$ cat src/core/smc_pkg.sv
// constants, types and clock-map layout of the sleep mode clock gating block
package smc_pkg;

  // control register layout
  localparam int unsigned SMC_ARM_BIT = 5;
  localparam int unsigned SMC_MODE_B1 = 4;
  localparam int unsigned SMC_MODE_B0 = 3;
  localparam int unsigned SMC_MODE_B2 = 2;
  localparam logic [7:0] SMC_CTRL_RST = 8'h00;

  // sleep mode codes
  localparam logic [2:0] SMC_M_IDLE = 3'h0;
  localparam logic [2:0] SMC_M_NOISE = 3'h1;
  localparam logic [2:0] SMC_M_PDOWN = 3'h2;
  localparam logic [2:0] SMC_M_PSAVE = 3'h3;
  localparam logic [2:0] SMC_M_RSV4 = 3'h4;
  localparam logic [2:0] SMC_M_RSV5 = 3'h5;
  localparam logic [2:0] SMC_M_STBY = 3'h6;
  localparam logic [2:0] SMC_M_XSTBY = 3'h7;

  // timing counts in clock cycles
  localparam logic [15:0] SMC_HALT_CYC = 16'h0004;
  localparam logic [15:0] SMC_STBY_WAKE_CYC = 16'h0006;

  // clock-map bit positions
  localparam int unsigned SMC_CK_CORE = 6;
  localparam int unsigned SMC_CK_NVM = 5;
  localparam int unsigned SMC_CK_PERIPH = 4;
  localparam int unsigned SMC_CK_CONV = 3;
  localparam int unsigned SMC_CK_ASYNC = 2;
  localparam int unsigned SMC_CK_OSC = 1;
  localparam int unsigned SMC_CK_TOSC = 0;

  // controller states, one-hot
  typedef enum logic [3:0] {
    SMC_RUN = 4'h1,
    SMC_SLEEP = 4'h2,
    SMC_START = 4'h4,
    SMC_HALT = 4'h8
  } smc_state_t;

endpackage

$ cat src/core/smc_wake_if.sv
// wake-source bundle between the controller and its wake filter
`timescale 1ns/10ps
interface smc_wake_if;
  logic sleeping;
  logic [2:0] mode;
  logic async_sel;
  logic irq_any;
  logic adc_done;
  logic twi_match;
  logic spm_ee_rdy;
  logic [7:0] ext_irq;
  logic [3:0] ext_level_hi;
  logic t0_ovf;
  logic t0_cmp;
  logic t0_ovf_en;
  logic t0_cmp_en;
  logic global_ie;
  logic wake;

  modport ctrl (
    output sleeping, mode, async_sel, irq_any, adc_done, twi_match,
    output spm_ee_rdy, ext_irq, ext_level_hi, t0_ovf, t0_cmp,
    output t0_ovf_en, t0_cmp_en, global_ie,
    input wake
  );
  modport filt (
    input sleeping, mode, async_sel, irq_any, adc_done, twi_match,
    input spm_ee_rdy, ext_irq, ext_level_hi, t0_ovf, t0_cmp,
    input t0_ovf_en, t0_cmp_en, global_ie,
    output wake
  );
endinterface

$ cat src/core/smc_wake_filter.sv
// per-mode wake-source filter, registered wake request
`timescale 1ns/10ps
module smc_wake_filter (
  // clock and reset
  input wire logic ref_clk_i,
  input wire logic rstn_i,
  // wake bundle
  smc_wake_if.filt wk
);

  logic ext_ok;
  logic t0_ok;
  logic wake_nxt;
  logic wake_r;

  // ext line filter: low lines any, high lines level only
  assign ext_ok = (|wk.ext_irq[3:0]) | (|(wk.ext_irq[7:4] & wk.ext_level_hi));

  // timer0 needs its own enable and global enable
  assign t0_ok = wk.global_ie &
                 ((wk.t0_ovf & wk.t0_ovf_en) | (wk.t0_cmp & wk.t0_cmp_en));

  // source selection by the latched sleep mode
  always_comb begin
    wake_nxt = 1'b0;
    case (wk.mode)
      smc_pkg::SMC_M_IDLE: wake_nxt = wk.irq_any | wk.twi_match;
      smc_pkg::SMC_M_NOISE: wake_nxt = wk.adc_done | wk.twi_match | t0_ok |
                                      wk.spm_ee_rdy | ext_ok;
      smc_pkg::SMC_M_PDOWN,
      smc_pkg::SMC_M_STBY: wake_nxt = wk.twi_match | ext_ok;
      // timer0 only alive with async select
      smc_pkg::SMC_M_PSAVE,
      smc_pkg::SMC_M_XSTBY: wake_nxt = wk.twi_match | ext_ok |
                                      (t0_ok & wk.async_sel);
      default: wake_nxt = 1'b0;
    endcase
    // address match counts everywhere, gated only by sleeping
    wake_nxt = wake_nxt & wk.sleeping;
  end

  // one stage so the controller sees a clean level
  always_ff @(posedge ref_clk_i or negedge rstn_i) begin
    if (!rstn_i) begin
      wake_r <= 1'b0;
    end else begin
      wake_r <= wake_nxt;
    end
  end

  assign wk.wake = wake_r;

endmodule

$ cat src/core/smc_sleep_ctrl.sv
// sleep mode controller: mode entry, clock gating and wake sequencing
`timescale 1ns/10ps
module smc_sleep_ctrl (
  // clock and reset
  input wire logic ref_clk_i,
  input wire logic rstn_i,
  // control register access
  input wire logic ctrl_wr_i,
  input wire logic [7:0] ctrl_wdata_i,
  // core handshake
  input wire logic sleep_instr_i,
  // clock source configuration
  input wire logic xtal_source_i,
  input wire logic [15:0] startup_ck_i,
  input wire logic timer0_async_select_i,
  input wire logic adc_en_i,
  // interrupt wake sources
  input wire logic irq_any_i,
  input wire logic adc_done_i,
  input wire logic twi_match_i,
  input wire logic spm_ee_rdy_i,
  input wire logic [7:0] ext_lines_i,
  input wire logic [3:0] ext_level_hi_i,
  input wire logic t0_ovf_i,
  input wire logic t0_cmp_i,
  input wire logic t0_ovf_en_i,
  input wire logic t0_cmp_en_i,
  input wire logic global_ie_i,
  // reset wake sources
  input wire logic ext_reset_i,
  input wire logic wdt_reset_i,
  input wire logic bod_reset_i,
  // clock domain enables
  output logic core_clk_en_o,
  output logic nvm_clk_en_o,
  output logic periph_clk_en_o,
  output logic conv_clk_en_o,
  output logic async_clk_en_o,
  output logic main_osc_en_o,
  output logic timer_osc_en_o,
  // core and status
  output logic [7:0] ctrl_rdata_o,
  output logic core_halt_o,
  output logic sleeping_o,
  output logic irq_resume_o,
  output logic reset_vec_o,
  output logic adc_start_o,
  output logic async_undef_o
);

  smc_wake_if wk ();

  logic [7:0] ctrl_r;
  logic arm;
  logic [2:0] sel_mode;
  logic mode_ok;
  logic sleep_go;
  logic rst_evt;
  logic [2:0] mode_r;
  logic [2:0] mode_nxt;
  smc_pkg::smc_state_t state_r;
  smc_pkg::smc_state_t state_nxt;
  logic [15:0] cnt_r;
  logic [15:0] cnt_nxt;
  logic [15:0] wake_delay;
  logic [6:0] ck_nxt;
  logic [6:0] ck_r;
  logic halt_r;
  logic resume_r;
  logic rvec_r;
  logic adc_r;
  logic undef_r;
  logic sleeping_r;

  // clock map of one mode; outside sleep all run but the timer osc, which follows as0
  function automatic logic [6:0] clk_map(input logic [2:0] m,
                                         input logic as0,
                                         input logic asleep);
    logic [6:0] v;
    v = 7'h00;
    if (!asleep) begin
      v = 7'h7e;
      v[smc_pkg::SMC_CK_TOSC] = as0;
    end else begin
      case (m)
        // idle keeps all but core and nvm
        smc_pkg::SMC_M_IDLE: begin
          v[smc_pkg::SMC_CK_PERIPH] = 1'b1;
          v[smc_pkg::SMC_CK_CONV] = 1'b1;
          v[smc_pkg::SMC_CK_ASYNC] = 1'b1;
          v[smc_pkg::SMC_CK_OSC] = 1'b1;
          v[smc_pkg::SMC_CK_TOSC] = as0;
        end
        smc_pkg::SMC_M_NOISE: begin
          v[smc_pkg::SMC_CK_CONV] = 1'b1;
          v[smc_pkg::SMC_CK_ASYNC] = 1'b1;
          v[smc_pkg::SMC_CK_OSC] = 1'b1;
          v[smc_pkg::SMC_CK_TOSC] = as0;
        end
        smc_pkg::SMC_M_PDOWN: v = 7'h00;
        smc_pkg::SMC_M_PSAVE: begin
          v[smc_pkg::SMC_CK_ASYNC] = as0;
          v[smc_pkg::SMC_CK_TOSC] = as0;
        end
        smc_pkg::SMC_M_STBY: v[smc_pkg::SMC_CK_OSC] = 1'b1;
        // extended standby adds the async timer
        smc_pkg::SMC_M_XSTBY: begin
          v[smc_pkg::SMC_CK_OSC] = 1'b1;
          v[smc_pkg::SMC_CK_ASYNC] = as0;
          v[smc_pkg::SMC_CK_TOSC] = as0;
        end
        default: v = 7'h00;
      endcase
    end
    return v;
  endfunction

  // field extraction, mode bits are not in natural order
  assign arm = ctrl_r[smc_pkg::SMC_ARM_BIT];
  assign sel_mode = {ctrl_r[smc_pkg::SMC_MODE_B2],
                     ctrl_r[smc_pkg::SMC_MODE_B1],
                     ctrl_r[smc_pkg::SMC_MODE_B0]};

  // standby codes need a crystal source
  always_comb begin
    mode_ok = 1'b1;
    case (sel_mode)
      smc_pkg::SMC_M_RSV4,
      smc_pkg::SMC_M_RSV5: mode_ok = 1'b0;
      smc_pkg::SMC_M_STBY,
      smc_pkg::SMC_M_XSTBY: mode_ok = xtal_source_i;
      default: mode_ok = 1'b1;
    endcase
  end

  // sleep only when armed at the instruction
  assign sleep_go = sleep_instr_i & arm & mode_ok &
                    (state_r == smc_pkg::SMC_RUN);

  // any reset source counts while asleep or waking
  assign rst_evt = ext_reset_i | wdt_reset_i | bod_reset_i;

  // start-up length per mode of the latched sleep
  always_comb begin
    wake_delay = 16'h0000;
    case (mode_r)
      // oscillator never stopped, no start-up needed
      smc_pkg::SMC_M_IDLE,
      smc_pkg::SMC_M_NOISE: wake_delay = 16'h0000;
      smc_pkg::SMC_M_PDOWN,
      smc_pkg::SMC_M_PSAVE: wake_delay = startup_ck_i;
      smc_pkg::SMC_M_STBY,
      smc_pkg::SMC_M_XSTBY: wake_delay = smc_pkg::SMC_STBY_WAKE_CYC;
      default: wake_delay = 16'h0000;
    endcase
  end

  // bundle to the wake filter
  assign wk.sleeping = (state_r == smc_pkg::SMC_SLEEP);
  assign wk.mode = mode_r;
  assign wk.async_sel = timer0_async_select_i;
  assign wk.irq_any = irq_any_i;
  assign wk.adc_done = adc_done_i;
  assign wk.twi_match = twi_match_i;
  assign wk.spm_ee_rdy = spm_ee_rdy_i;
  assign wk.ext_irq = ext_lines_i;
  assign wk.ext_level_hi = ext_level_hi_i;
  assign wk.t0_ovf = t0_ovf_i;
  assign wk.t0_cmp = t0_cmp_i;
  assign wk.t0_ovf_en = t0_ovf_en_i;
  assign wk.t0_cmp_en = t0_cmp_en_i;
  assign wk.global_ie = global_ie_i;

  smc_wake_filter u_filt (
    .ref_clk_i(ref_clk_i),
    .rstn_i(rstn_i),
    .wk(wk)
  );

  // sequencer next state
  always_comb begin
    state_nxt = state_r;
    cnt_nxt = cnt_r;
    mode_nxt = mode_r;
    case (state_r)
      smc_pkg::SMC_RUN: begin
        if (sleep_go) begin
          state_nxt = smc_pkg::SMC_SLEEP;
          mode_nxt = sel_mode;
        end
      end
      smc_pkg::SMC_SLEEP: begin
        if (rst_evt) begin
          state_nxt = smc_pkg::SMC_RUN;
        end else if (wk.wake) begin
          // zero start-up skips straight to the halt cycles
          if (wake_delay == 16'h0000) begin
            state_nxt = smc_pkg::SMC_HALT;
            cnt_nxt = smc_pkg::SMC_HALT_CYC;
          end else begin
            state_nxt = smc_pkg::SMC_START;
            cnt_nxt = wake_delay;
          end
        end
      end
      smc_pkg::SMC_START: begin
        if (rst_evt) begin
          state_nxt = smc_pkg::SMC_RUN;
        end else if (cnt_r <= 16'h0001) begin
          // start-up elapsed, then the core halt
          state_nxt = smc_pkg::SMC_HALT;
          cnt_nxt = smc_pkg::SMC_HALT_CYC;
        end else begin
          cnt_nxt = cnt_r - 16'h0001;
        end
      end
      smc_pkg::SMC_HALT: begin
        if (rst_evt) begin
          state_nxt = smc_pkg::SMC_RUN;
        end else if (cnt_r <= 16'h0001) begin
          // four halt cycles done, handler may run
          state_nxt = smc_pkg::SMC_RUN;
          cnt_nxt = 16'h0000;
        end else begin
          cnt_nxt = cnt_r - 16'h0001;
        end
      end
      default: begin
        state_nxt = smc_pkg::SMC_RUN;
        cnt_nxt = 16'h0000;
      end
    endcase
  end

  always_ff @(posedge ref_clk_i or negedge rstn_i) begin
    if (!rstn_i) begin
      ctrl_r <= smc_pkg::SMC_CTRL_RST;
    end else if (ctrl_wr_i) begin
      ctrl_r <= ctrl_wdata_i;
    end
  end

  // sequencer state, count and latched mode
  always_ff @(posedge ref_clk_i or negedge rstn_i) begin
    if (!rstn_i) begin
      state_r <= smc_pkg::SMC_RUN;
      cnt_r <= 16'h0000;
      mode_r <= smc_pkg::SMC_M_IDLE;
    end else begin
      state_r <= state_nxt;
      cnt_r <= cnt_nxt;
      mode_r <= mode_nxt;
    end
  end

  // clock enables follow the next state, so gating lands with it
  always_comb begin
    case (state_nxt)
      smc_pkg::SMC_SLEEP: ck_nxt = clk_map(mode_nxt, timer0_async_select_i,
                                           1'b1);
      smc_pkg::SMC_START: begin
        // oscillator restarts, domains stay gated until it settles
        ck_nxt = clk_map(mode_r, timer0_async_select_i, 1'b1);
        ck_nxt[smc_pkg::SMC_CK_OSC] = 1'b1;
      end
      default: ck_nxt = clk_map(mode_r, timer0_async_select_i, 1'b0);
    endcase
  end

  // only clocks are gated; no clear reaches core storage
  always_ff @(posedge ref_clk_i or negedge rstn_i) begin
    if (!rstn_i) begin
      ck_r <= 7'h7e;
    end else begin
      ck_r <= ck_nxt;
    end
  end

  // core halt and sleep status
  always_ff @(posedge ref_clk_i or negedge rstn_i) begin
    if (!rstn_i) begin
      halt_r <= 1'b0;
      sleeping_r <= 1'b0;
    end else begin
      halt_r <= (state_nxt != smc_pkg::SMC_RUN);
      sleeping_r <= (state_nxt == smc_pkg::SMC_SLEEP);
    end
  end

  // one-cycle pulses toward the core
  always_ff @(posedge ref_clk_i or negedge rstn_i) begin
    if (!rstn_i) begin
      resume_r <= 1'b0;
      rvec_r <= 1'b0;
    end else begin
      // resume after sleep through the interrupt
      resume_r <= (state_r == smc_pkg::SMC_HALT) & ~rst_evt &
                  (cnt_r <= 16'h0001);
      // reset while asleep goes to the reset vector
      rvec_r <= (state_r != smc_pkg::SMC_RUN) & rst_evt;
    end
  end

  // conversion kick on entry to idle or noise-reduction
  always_ff @(posedge ref_clk_i or negedge rstn_i) begin
    if (!rstn_i) begin
      adc_r <= 1'b0;
    end else begin
      adc_r <= sleep_go & adc_en_i &
               ((sel_mode == smc_pkg::SMC_M_IDLE) |
                (sel_mode == smc_pkg::SMC_M_NOISE));
    end
  end

  // flag undefined async timer after a synchronous power-save
  always_ff @(posedge ref_clk_i or negedge rstn_i) begin
    if (!rstn_i) begin
      undef_r <= 1'b0;
    end else if (sleep_go) begin
      undef_r <= (sel_mode == smc_pkg::SMC_M_PSAVE) & ~timer0_async_select_i;
    end
  end

  // output drive, all from flops
  assign ctrl_rdata_o = ctrl_r;
  assign core_clk_en_o = ck_r[smc_pkg::SMC_CK_CORE];
  assign nvm_clk_en_o = ck_r[smc_pkg::SMC_CK_NVM];
  assign periph_clk_en_o = ck_r[smc_pkg::SMC_CK_PERIPH];
  assign conv_clk_en_o = ck_r[smc_pkg::SMC_CK_CONV];
  assign async_clk_en_o = ck_r[smc_pkg::SMC_CK_ASYNC];
  assign main_osc_en_o = ck_r[smc_pkg::SMC_CK_OSC];
  assign timer_osc_en_o = ck_r[smc_pkg::SMC_CK_TOSC];
  assign core_halt_o = halt_r;
  assign sleeping_o = sleeping_r;
  assign irq_resume_o = resume_r;
  assign reset_vec_o = rvec_r;
  assign adc_start_o = adc_r;
  assign async_undef_o = undef_r;

endmodule

$ cat config.mk
export PLATFORM = sky130hd
export DESIGN_NAME = smc_sleep_ctrl
export DESIGN_NICKNAME = d
export VERILOG_FILES = /design/src/core/smc_pkg.sv /design/src/core/smc_wake_if.sv /design/src/core/smc_wake_filter.sv /design/src/core/smc_sleep_ctrl.sv
export SDC_FILE = /design/constraint.sdc
export NUM_CORES = 1
export LEC_CHECK = 0
export CAP_MARGIN = 20
export CORE_MARGIN = 4
export CORE_UTILIZATION = 25
export DETAILED_ROUTE_END_ITERATION = 10
export DONT_BUFFER_PORTS = 1
export GPL_TIMING_DRIVEN = 0
export PLACE_DENSITY = 0.44
export SYNTH_ARGS = -nofsm -noshare
export SYNTH_HDL_FRONTEND = slang
export SYNTH_SLANG_ARGS = --single-unit
export TNS_END_PERCENT = 1
$ cat constraint.sdc
create_clock -name ref_clk_i -period 2.28 [get_ports ref_clk_i]
set_input_delay 0 -clock ref_clk_i [delete_from_list [all_inputs] [get_ports ref_clk_i]]
set_output_delay 0 -clock ref_clk_i [all_outputs]
set_load 0.01 [all_outputs]
---- Word level (Yosys, flattened, before mapping) ----
Index checks and enable logic that the tools add are counted.
operators by class
  $lt $le $gt $ge ......................... 1
  div/mod/pow operators ................... 0
  bitwise operators ....................... 30
  muxes and demuxes ....................... 32
  shift operators ......................... 0
  equal/unequal tests ..................... 27
  reduce and logical (&&, ||, !) cells .... 19
  $add $sub $neg .......................... 1
  multiply operators ...................... 0
operators by type and width
  kind                                                              number
  2-to-1 mux 16 bit                                                 7
  case mux 16 bit (4 select lines)                                  1
  2-to-1 mux 4 bit                                                  8
  case mux 16 bit (2 select lines)                                  1
  equality test 3 bit (second input constant)                       8
  OR reduction 4 bit                                                5
  OR reduction 2 bit                                                9
  less-or-equal comparator 16 x 1 -> 1 bit (second input constant)  1
  zero test 16 bit                                                  1
  case mux 4 bit (4 select lines)                                   1
  subtractor 16 x 1 -> 16 bit (second input constant)               1
  bitwise AND 1 bit                                                 14
  case mux 7 bit (2 select lines)                                   1
  equality test 3 x 2 -> 1 bit (second input constant)              4
  bitwise OR 1 bit                                                  12
  equality test 3 x 1 -> 1 bit (second input constant)              3
  zero test 3 bit                                                   3
  equality test 4 x 2 -> 1 bit (second input constant)              2
  equality test 4 x 3 -> 1 bit (second input constant)              2
  inequality test 2 bit (second input constant)                     4
  inequality test 4 x 1 -> 1 bit (second input constant)            2
  2-to-1 mux 1 bit                                                  7
  2-to-1 mux 3 bit                                                  2
  case mux 1 bit (2 select lines)                                   3
  6 further kinds                                                   8
storage, ports and cells
  output and inout bits ................... 21
  memories kept ........................... 0
  input bits .............................. 55
  word-level logic and storage cells ...... 122
  latch bits .............................. 0
  RAM bits ................................ 0
  memory bits (read-only) ................. 0
  register bits after elaboration ......... 45

---- Logic depth before layout (Yosys ltp) ----
Gate-level depths: netlist of the first run.
  depth after elaboration ................. 11
  mapped depth ............................ 7

---- Cells and area by module ----
Synthesis of the first run repeated with hierarchy kept, for this count alone.
unflattened totals
  cell total of the unflattened synthesis .. 251
  area, all modules ....................... 2,555.0 um^2
modules (own cells, without submodules)
  module           cells an instance  seq. area each (um^2)  area an instance (um^2)  times used
  smc_sleep_ctrl   237                1,083.5                2,434.8                  1
  smc_wake_filter  14                 25.0                   120.1                    1

---- Least setup slack after synthesis of the first run ----
Ideal clock, no wire load.
  path kind ............................... flip-flop to flip-flop
  start point ............................. register cnt_r[4]
  end point ............................... register cnt_r[2]
  arrival time ............................ 2.143 ns
  slack ................................... 0.011 ns
  setup time .............................. 0.126 ns
  stages on the path, launching flop included .. 7
  period minus slack after synthesis ...... 2.269 ns
  buffers on the path ..................... 1
  required time ........................... 2.154 ns
  path through ............................ dfrtp_1 > or4_1 > buf_2 > or4_4 > o21ai_4 > a221oi_2 > a221o_1
between the ends
  cells in the longest elaborated chain, start to end .. 4
  elaborated cells on any way between the ends .. 6
  classes of those cells .................. order compare (1); mux (5)
ends and longest elaborated chain
  what                                         RTL line                                      RTL
  start: declaration                           smc_sleep_ctrl.sv:63                          logic [15:0] cnt_r;
  start signal: assignment                     smc_sleep_ctrl.sv:251                         cnt_r <= cnt_nxt;
  less-or-equal comparator 16 x 1 -> 1 bit *   smc_sleep_ctrl.sv:209, smc_sleep_ctrl.sv:220
  2-to-1 mux 16 bit, on equally long branches  smc_sleep_ctrl.sv:220, smc_sleep_ctrl.sv:209
  2-to-1 mux 16 bit, on equally long branches  smc_sleep_ctrl.sv:218, smc_sleep_ctrl.sv:207
  case mux 16 bit (4 select lines) *           smc_sleep_ctrl.sv:185                         case (state_r)
Mark *: on every way between the ends. The rest lies on a longest branch, timed or not. The select of a mux whose other input is x is not followed.
A chain may end at the register's enable or synchronous reset.

---- Worst setup path in the final report of the first run ----
  start point ............................. register cnt_r[5]
  end point ............................... register cnt_r[0]
Same word-level chain as after synthesis.

==> results of run 1 <==
[power by group through the flow]
stage | Sequential, uW | Combinational (uW) | Clock (uW)
5_1_grt | 1080 | 661 | 607
6_report | 1060 | 596 | 542
2_1_floorplan | 1040 | 400 | 0
3_3_place_gp | 1080 | 511 | 0
3_5_place_dp | 1090 | 507 | 0
4_1_cts | 1070 | 580 | 567
[cells in the final DEF (no fill, tap or decap), types with 4 or more instances in the layout]
cell,synthesis,routed
dlygate4sd3_1,0,30
nand2_1,17,17
nor3_1,10,9
a32oi_1,4,4
xnor2_1,5,5
o21ai_0,8,8
nand3_1,7,7
buf_4,1,7
nor4_1,8,8
mux2_2,11,11
or3_1,5,5
a221o_1,8,8
inv_1,9,9
nor2_1,19,19
dfrtp_1,38,37
dfstp_2,6,6
clkbuf_8,0,6
a21oi_1,13,13
[cell type report]
| type | count | area (um2) | share of cell area [%] |
|---|---|---|---|
| sequential | 44 | 1110 | 34.15 |
| clock inverter | 2 | 15.01 | 0.4621 |
| clock buffer | 6 | 82.58 | 2.541 |
| buffer | 7 | 40.04 | 1.232 |
| timing repair buffer | 37 | 372.9 | 11.47 |
| tap | 133 | 166.4 | 5.121 |
| inverter | 9 | 33.78 | 1.040 |
| multi-input combinational | 191 | 1429 | 43.97 |
[worst max-delay path, stage by stage (launching register included)]
cell and delay, ns:
dfrtp_1 0.40, or4_4 0.54, buf_6 0.15, or4_4 0.47, o21ai_4 0.28, nor2_1 0.07
a221o_1 0.27
[layer usage]
layer / share of wire (%) / global-route usage, % / wire (um) / vias up
li1: - / - / - / 1058
met1: 44 / 17.51 / 3487 / 1102
met2: 49 / 21.27 / 3869 / 80
met3: 5.7 / 2.877 / 457 / 12
met4: 1.7 / 4.987 / 139 / 0
met5: 0 / 0 / 0 / -
[final timing paths]
kind                                from             end  slack, ns  cells after the start
max reg2reg                     cnt_r[5]        cnt_r[0]      -0.02                      6
max in group asynchronous         rstn_i         ck_r[1]       1.78                      2
min in group asynchronous         rstn_i        cnt_r[8]       0.23                      2
max                             cnt_r[5]        cnt_r[0]      -0.02                      6
min reg2reg                async_undef_o   async_undef_o       0.57                      2
min                            irq_any_i  u_filt.wk.wake       0.01                      4
[cell families after synthesis]
logic type	synth area share, %
fa+ha+maj	0.9717
simple gates	24.49
flops	43.05
compound gates	21.19
buf+inv	2.769
mux	4.811
xor+xnor	2.721
[registers in the layout (all words and copies together) (netlist names)]
name,cells
cnt_r,16
ctrl_rdata_o,8
ck_r,6
state_r,4
mode_r,3
adc_start_o,1
async_undef_o,1
core_halt_o,1
irq_resume_o,1
reset_vec_o,1
sleeping_o,1
u_filt.wk.wake,1
[stage by stage]
| step | total power (uW) | instances | instance area (um2) |
|---|---|---|---|
| floorplan | 1441 | 252 | 2575 |
| global placement | 1596 | 385 | 2741 |
| detailed placement | 1592 | 385 | 2741 |
| CTS | 2219 | 428 | 3223 |
| global route | 2351 | 429 | 3249 |
| finish | 2201 | 429 | 3249 |
[repair_timing]
action	in CTS	in global routing
gates resized for setup	5	5
setup endpoints to repair	23	21
pin swaps	5	4
endpoints found under the hold margin	73	0
hold buffers	31	0
buffers inserted	4	2
==> impl_metrics.tcl, run 1 <==
set metrics [dict create \
    die_y_um 109.5 \
    avgSynthCellArea_um2 10.22 \
    antenna_found_initial 0 \
    vdd_ir_drop_max_v 0.0002844 \
    avgViaCountPerCell 5.249 \
    status "finished, violations left" \
    synth-edff-count 0 \
    syn-num-nets 309 \
    pre_cts_ws_ns -0.1823 \
    clk_latency_ns 0.31 \
    skew_ns 0.01751 \
    cts_sinks 44 \
    antenna-diode-count 0 \
    ios 76 \
    clk_pin_slew_ns 0.09 \
    portBuffers 0 \
    failed_checks "setup timing" \
    wl_um 7953 \
    yosysSeqAreaShare_pct 43.05 \
    cts-root-buf "clkbuf_8" \
    p_per_area_nw_per_um2 677.2 \
    cp.required_ns 2.46 \
    ant_nets 0 \
    hold_violations 0 \
    crit_fanout 8 \
    power.net_switching_uw 770.4 \
    relSlewSlack_pct 63.55 \
    cp.arrival_ns 2.48 \
    critPathKind "flip-flop to flip-flop" \
    synth-async-reset-ratio_pct 100.0 \
    slew_violations 0 \
    routed-via-count 2252 \
    setup_ws_ns -0.01777 \
    fmax_ghz 0.4352 \
    yosys_warnings 0 \
    grt_overflow_total 0 \
    syn_area_um2 2575 \
    rsz0062_at_grt "true" \
    intPower_uw 1430 \
    holdCritPathClass "input port to flip-flop" \
    nFillCells 1038 \
    p_leak_uw 0.001302 \
    dp_hpwl_um 5520 \
    final_core_util_pct 32.79 \
    holdWs_ns 0.01250 \
    drive_gt1_share_pct 21.28 \
    row_count 36 \
    sequentialPowerShare_pct 48.3 \
    synth_common_cells "38 x dfrtp_1, 19 x nor2_1, 17 x nand2_1" \
    routedWlPerCell_um 18.54 \
    fin_crit_ns 2.298 \
    grt_pass1_vias 2319 \
    routabilityCongestion 0.8503 \
    nets 352 \
    route.detailed.drc 0 \
    grt_first_pass_wirelength_um 12410 \
    cts_tree "built" \
    first_pass_iters 4 \
    yosysTopAreaCell "dfrtp_1" \
    yosysUniqueCellTypes 63 \
    cp-start-kind "flip-flop" \
    dr.first_iter.drc_count 158 \
    swShare_pct 35.01 \
    fin_crit_sh_pct 100.8 \
    cp-end-kind "flip-flop" \
    maxCapViolations 0 \
    die_w_um 109.5 \
    grt_max_degree 45 \
    synth.most_common_cell "dfrtp_1" \
    combPwrFrac_pct 27.1 \
    cts.path.max_buffers 2 \
    setup_viol 6 \
    core_um2 9910 \
    synth_top_cell_area_share_pct 36.93 \
    ys.flop_type "dfrtp_1" \
    track_usage_pct 13.28 \
    clockPowerShare_pct 24.6 \
    dieArea_um2 11990 \
    cts_made_buffers 5 \
    synthCells 252 \
    syn2layout_area_growth_pct 26.19 \
    worst_slew_pin_slew_ns 0.5391 \
    initial_core_util_pct 25.98 \
    ys_ff_latch 44 \
    htreeDepth 2 \
    fin_setup_tns_ns -0.05221 \
    netlist_top_cells_area "dfrtp_1 37%, dfstp_2 6.1%, mux2_2 4.8%, a221o_1 3.1%, nor2_1 2.8%" \
]
Note: power is estimated with default switching activity, not from simulation.
==> inputs of run 2 (changes only) <==
--- a/config.mk
+++ b/config.mk
@@ -6,12 +6,14 @@
 export NUM_CORES = 1
 export LEC_CHECK = 0
 export CAP_MARGIN = 20
+export CELL_PAD_IN_SITES_DETAIL_PLACEMENT = 1
+export CELL_PAD_IN_SITES_GLOBAL_PLACEMENT = 2
 export CORE_MARGIN = 4
 export CORE_UTILIZATION = 25
 export DETAILED_ROUTE_END_ITERATION = 10
 export DONT_BUFFER_PORTS = 1
 export GPL_TIMING_DRIVEN = 0
-export PLACE_DENSITY = 0.44
+export PLACE_DENSITY = 0.61
 export SYNTH_ARGS = -nofsm -noshare
 export SYNTH_HDL_FRONTEND = slang
 export SYNTH_SLANG_ARGS = --single-unit
==> run 2 against run 1 <==
Net effect: the run still ends with setup timing left; hold slack gained 0.0091 ns; global-route usage up 1.3 points; routed wire length grew 5.5%; combinational power increased by 8.2%; highest routed layer unchanged.
==> impl_metrics.tcl, run 2 (synthesis results as in run 1) <==
set metrics [dict create \
    status "finished, violations left" \
    failed_checks "setup timing" \
    holdCritPathClass "input port to flip-flop" \
    swShare_pct 36.21 \
    sequentialPowerShare_pct 47.7 \
    routedWlPerCell_um 19.24 \
    cts-root-buf "clkbuf_8" \
    row_count 36 \
    power.net_switching_uw 810.9 \
    intPower_uw 1429 \
    grt_first_pass_wirelength_um 13530 \
    route.detailed.drc 0 \
    core_um2 9910 \
    clk_latency_ns 0.30 \
    slowest_stage "or4_4" \
    routed-via-count 2319 \
    dr.first_iter.drc_count 88 \
    htreeDepth 2 \
    seqCellArea_um2 1112 \
    dieArea_um2 11990 \
    first_pass_iters 4 \
    cts_tree "built" \
    wl_um 8387 \
    critPathKind "flip-flop to flip-flop" \
    cp-end-kind "flip-flop" \
    nFillCells 1151 \
    avgViaCountPerCell 5.319 \
    fin_crit_ns 2.283 \
    skew_ns 0.008498 \
    fmax_ghz 0.4381 \
    slowest_delay_ns 0.53 \
    initial_core_util_pct 25.98 \
    relSlewSlack_pct 59.25 \
    die_y_um 109.5 \
    syn2layout_area_growth_pct 29.59 \
    setup_ws_ns -0.002559 \
    p_leak_uw 0.001340 \
    crit_fanout 7 \
    path_delay_family "simple AND/OR/NAND/NOR gates" \
    dp_hpwl_um 5854 \
    multi_input_area_um2 1469 \
    ant_nets 0 \
    cp_cell_sequence "or4_4 -> buf_6 -> or4_4 -> o21ai_4 -> nor2_2 -> a221o_1" \
    cp-start-kind "flip-flop" \
    fin_crit_sh_pct 100.1 \
    ios 76 \
    routabilityCongestion 0.7741 \
    worst_slew_pin_slew_ns 0.6028 \
    hold_violations 0 \
    p_per_area_nw_per_um2 671.1 \
    final_common_cell "dfrtp_1" \
    die_w_um 109.5 \
    clockPowerShare_pct 23.5 \
    layout_common_cells "35 x dfrtp_1, 30 x dlygate4sd3_1, 18 x nor2_1" \
    dp.cells 385 \
    clk_pin_slew_ns 0.09 \
    antenna-diode-count 0 \
    slew_violations 0 \
    pre_cts_ws_ns -0.2101 \
    combPwrFrac_pct 28.8 \
    grt_max_degree 45 \
    layoutNonFillerInstCount 436 \
    antenna_found_initial 0 \
    cts_sinks 44 \
    track_usage_pct 14.55 \
    cts_made_buffers 5 \
    largest-register "cnt_r" \
    maxCapViolations 0 \
    setup_viol 1 \
    cp.required_ns 2.47 \
    nets 359 \
    drive_gt1_share_pct 25.74 \
    vdd_ir_drop_max_v 0.0003327 \
    critical_path_buf_inv_count 1 \
    portBuffers 0 \
    power.total_uw 2239 \
    critPathMostFrequentCell "or4_4" \
    cts.path.max_buffers 2 \
    largest_register_ffs 16 \
    grt_pass1_vias 2463 \
    grt_overflow_total 0 \
    rsz0062_at_grt "true" \
    holdWs_ns 0.02155 \
    cp.arrival_ns 2.47 \
]
## run 2: repair_timing
action | CTS | global route
setup buffers | 10 | 2
hold endpoints to repair | 73 | 0
resized for setup | 10 | 12
hold buffers | 31 | 0
pin swaps | 9 | 11
endpoints found under the setup margin | 25 | 22
## run 2: worst paths after layout
| check | start | end | slack [ns] | cells after the start |
|---|---|---|---|---|
| max | cnt_r[5] | cnt_r[0] | -0.003 | 6 |
| max in group asynchronous | rstn_i | state_r[0] | 1.78 | 2 |
| min in group asynchronous | rstn_i | cnt_r[14] | 0.23 | 2 |
| max reg2reg | cnt_r[5] | cnt_r[0] | -0.003 | 6 |
| min | irq_any_i | u_filt.wk.wake | 0.02 | 4 |
| min reg2reg | async_undef_o | async_undef_o | 0.57 | 2 |
## run 2: worst register-to-register path, stage by stage, from the launching register on
cell and delay [ns]:
dfrtp_2 0.41, or4_4 0.53, buf_6 0.14, or4_4 0.46, o21ai_4 0.29, nor2_2 0.07, a221o_1 0.27
## run 2: area by class of cell
| cell class | instances | share of cell area (%) |
|---|---|---|
| buffer | 8 | 1.350 |
| clock buffer | 5 | 2.062 |
| clock inverter | 3 | 0.7124 |
| inverter | 9 | 1.012 |
| multi-input combinational | 191 | 44.02 |
| sequential | 44 | 33.33 |
| tap | 133 | 4.987 |
| timing repair buffer | 43 | 12.52 |
## run 2: power by group through the flow
stage | clock (uW) | combinational (uW) | sequential [uW]
floorplan | 0 | 400 | 1040
global placement | 0 | 520 | 1090
detailed placement | 0 | 523 | 1090
CTS | 548 | 631 | 1080
global route | 590 | 723 | 1090
finish | 526 | 645 | 1070
## run 2: per-layer routing
metal	GRT usage, %	up-vias	part of all wire [%]
met1	19.74	1176	45
met4	3.829	0	0.92
met3	3.523	7	5.9
met2	23.19	64	49
li1	-	1072	-
met5	0	-	0
## run 2: through the flow
step | area, um2 | TNS (ns) | util, %
after global routing | 3337 | -0.7595 | 33.67
after CTS | 3272 | -0.1041 | 33.02
final | 3337 | -0.002559 | 33.67
after detailed placement | 2741 | -2.987 | 27.66
after global placement | 2741 | -3.396 | 27.66
after floorplan | 2575 | 0 | -
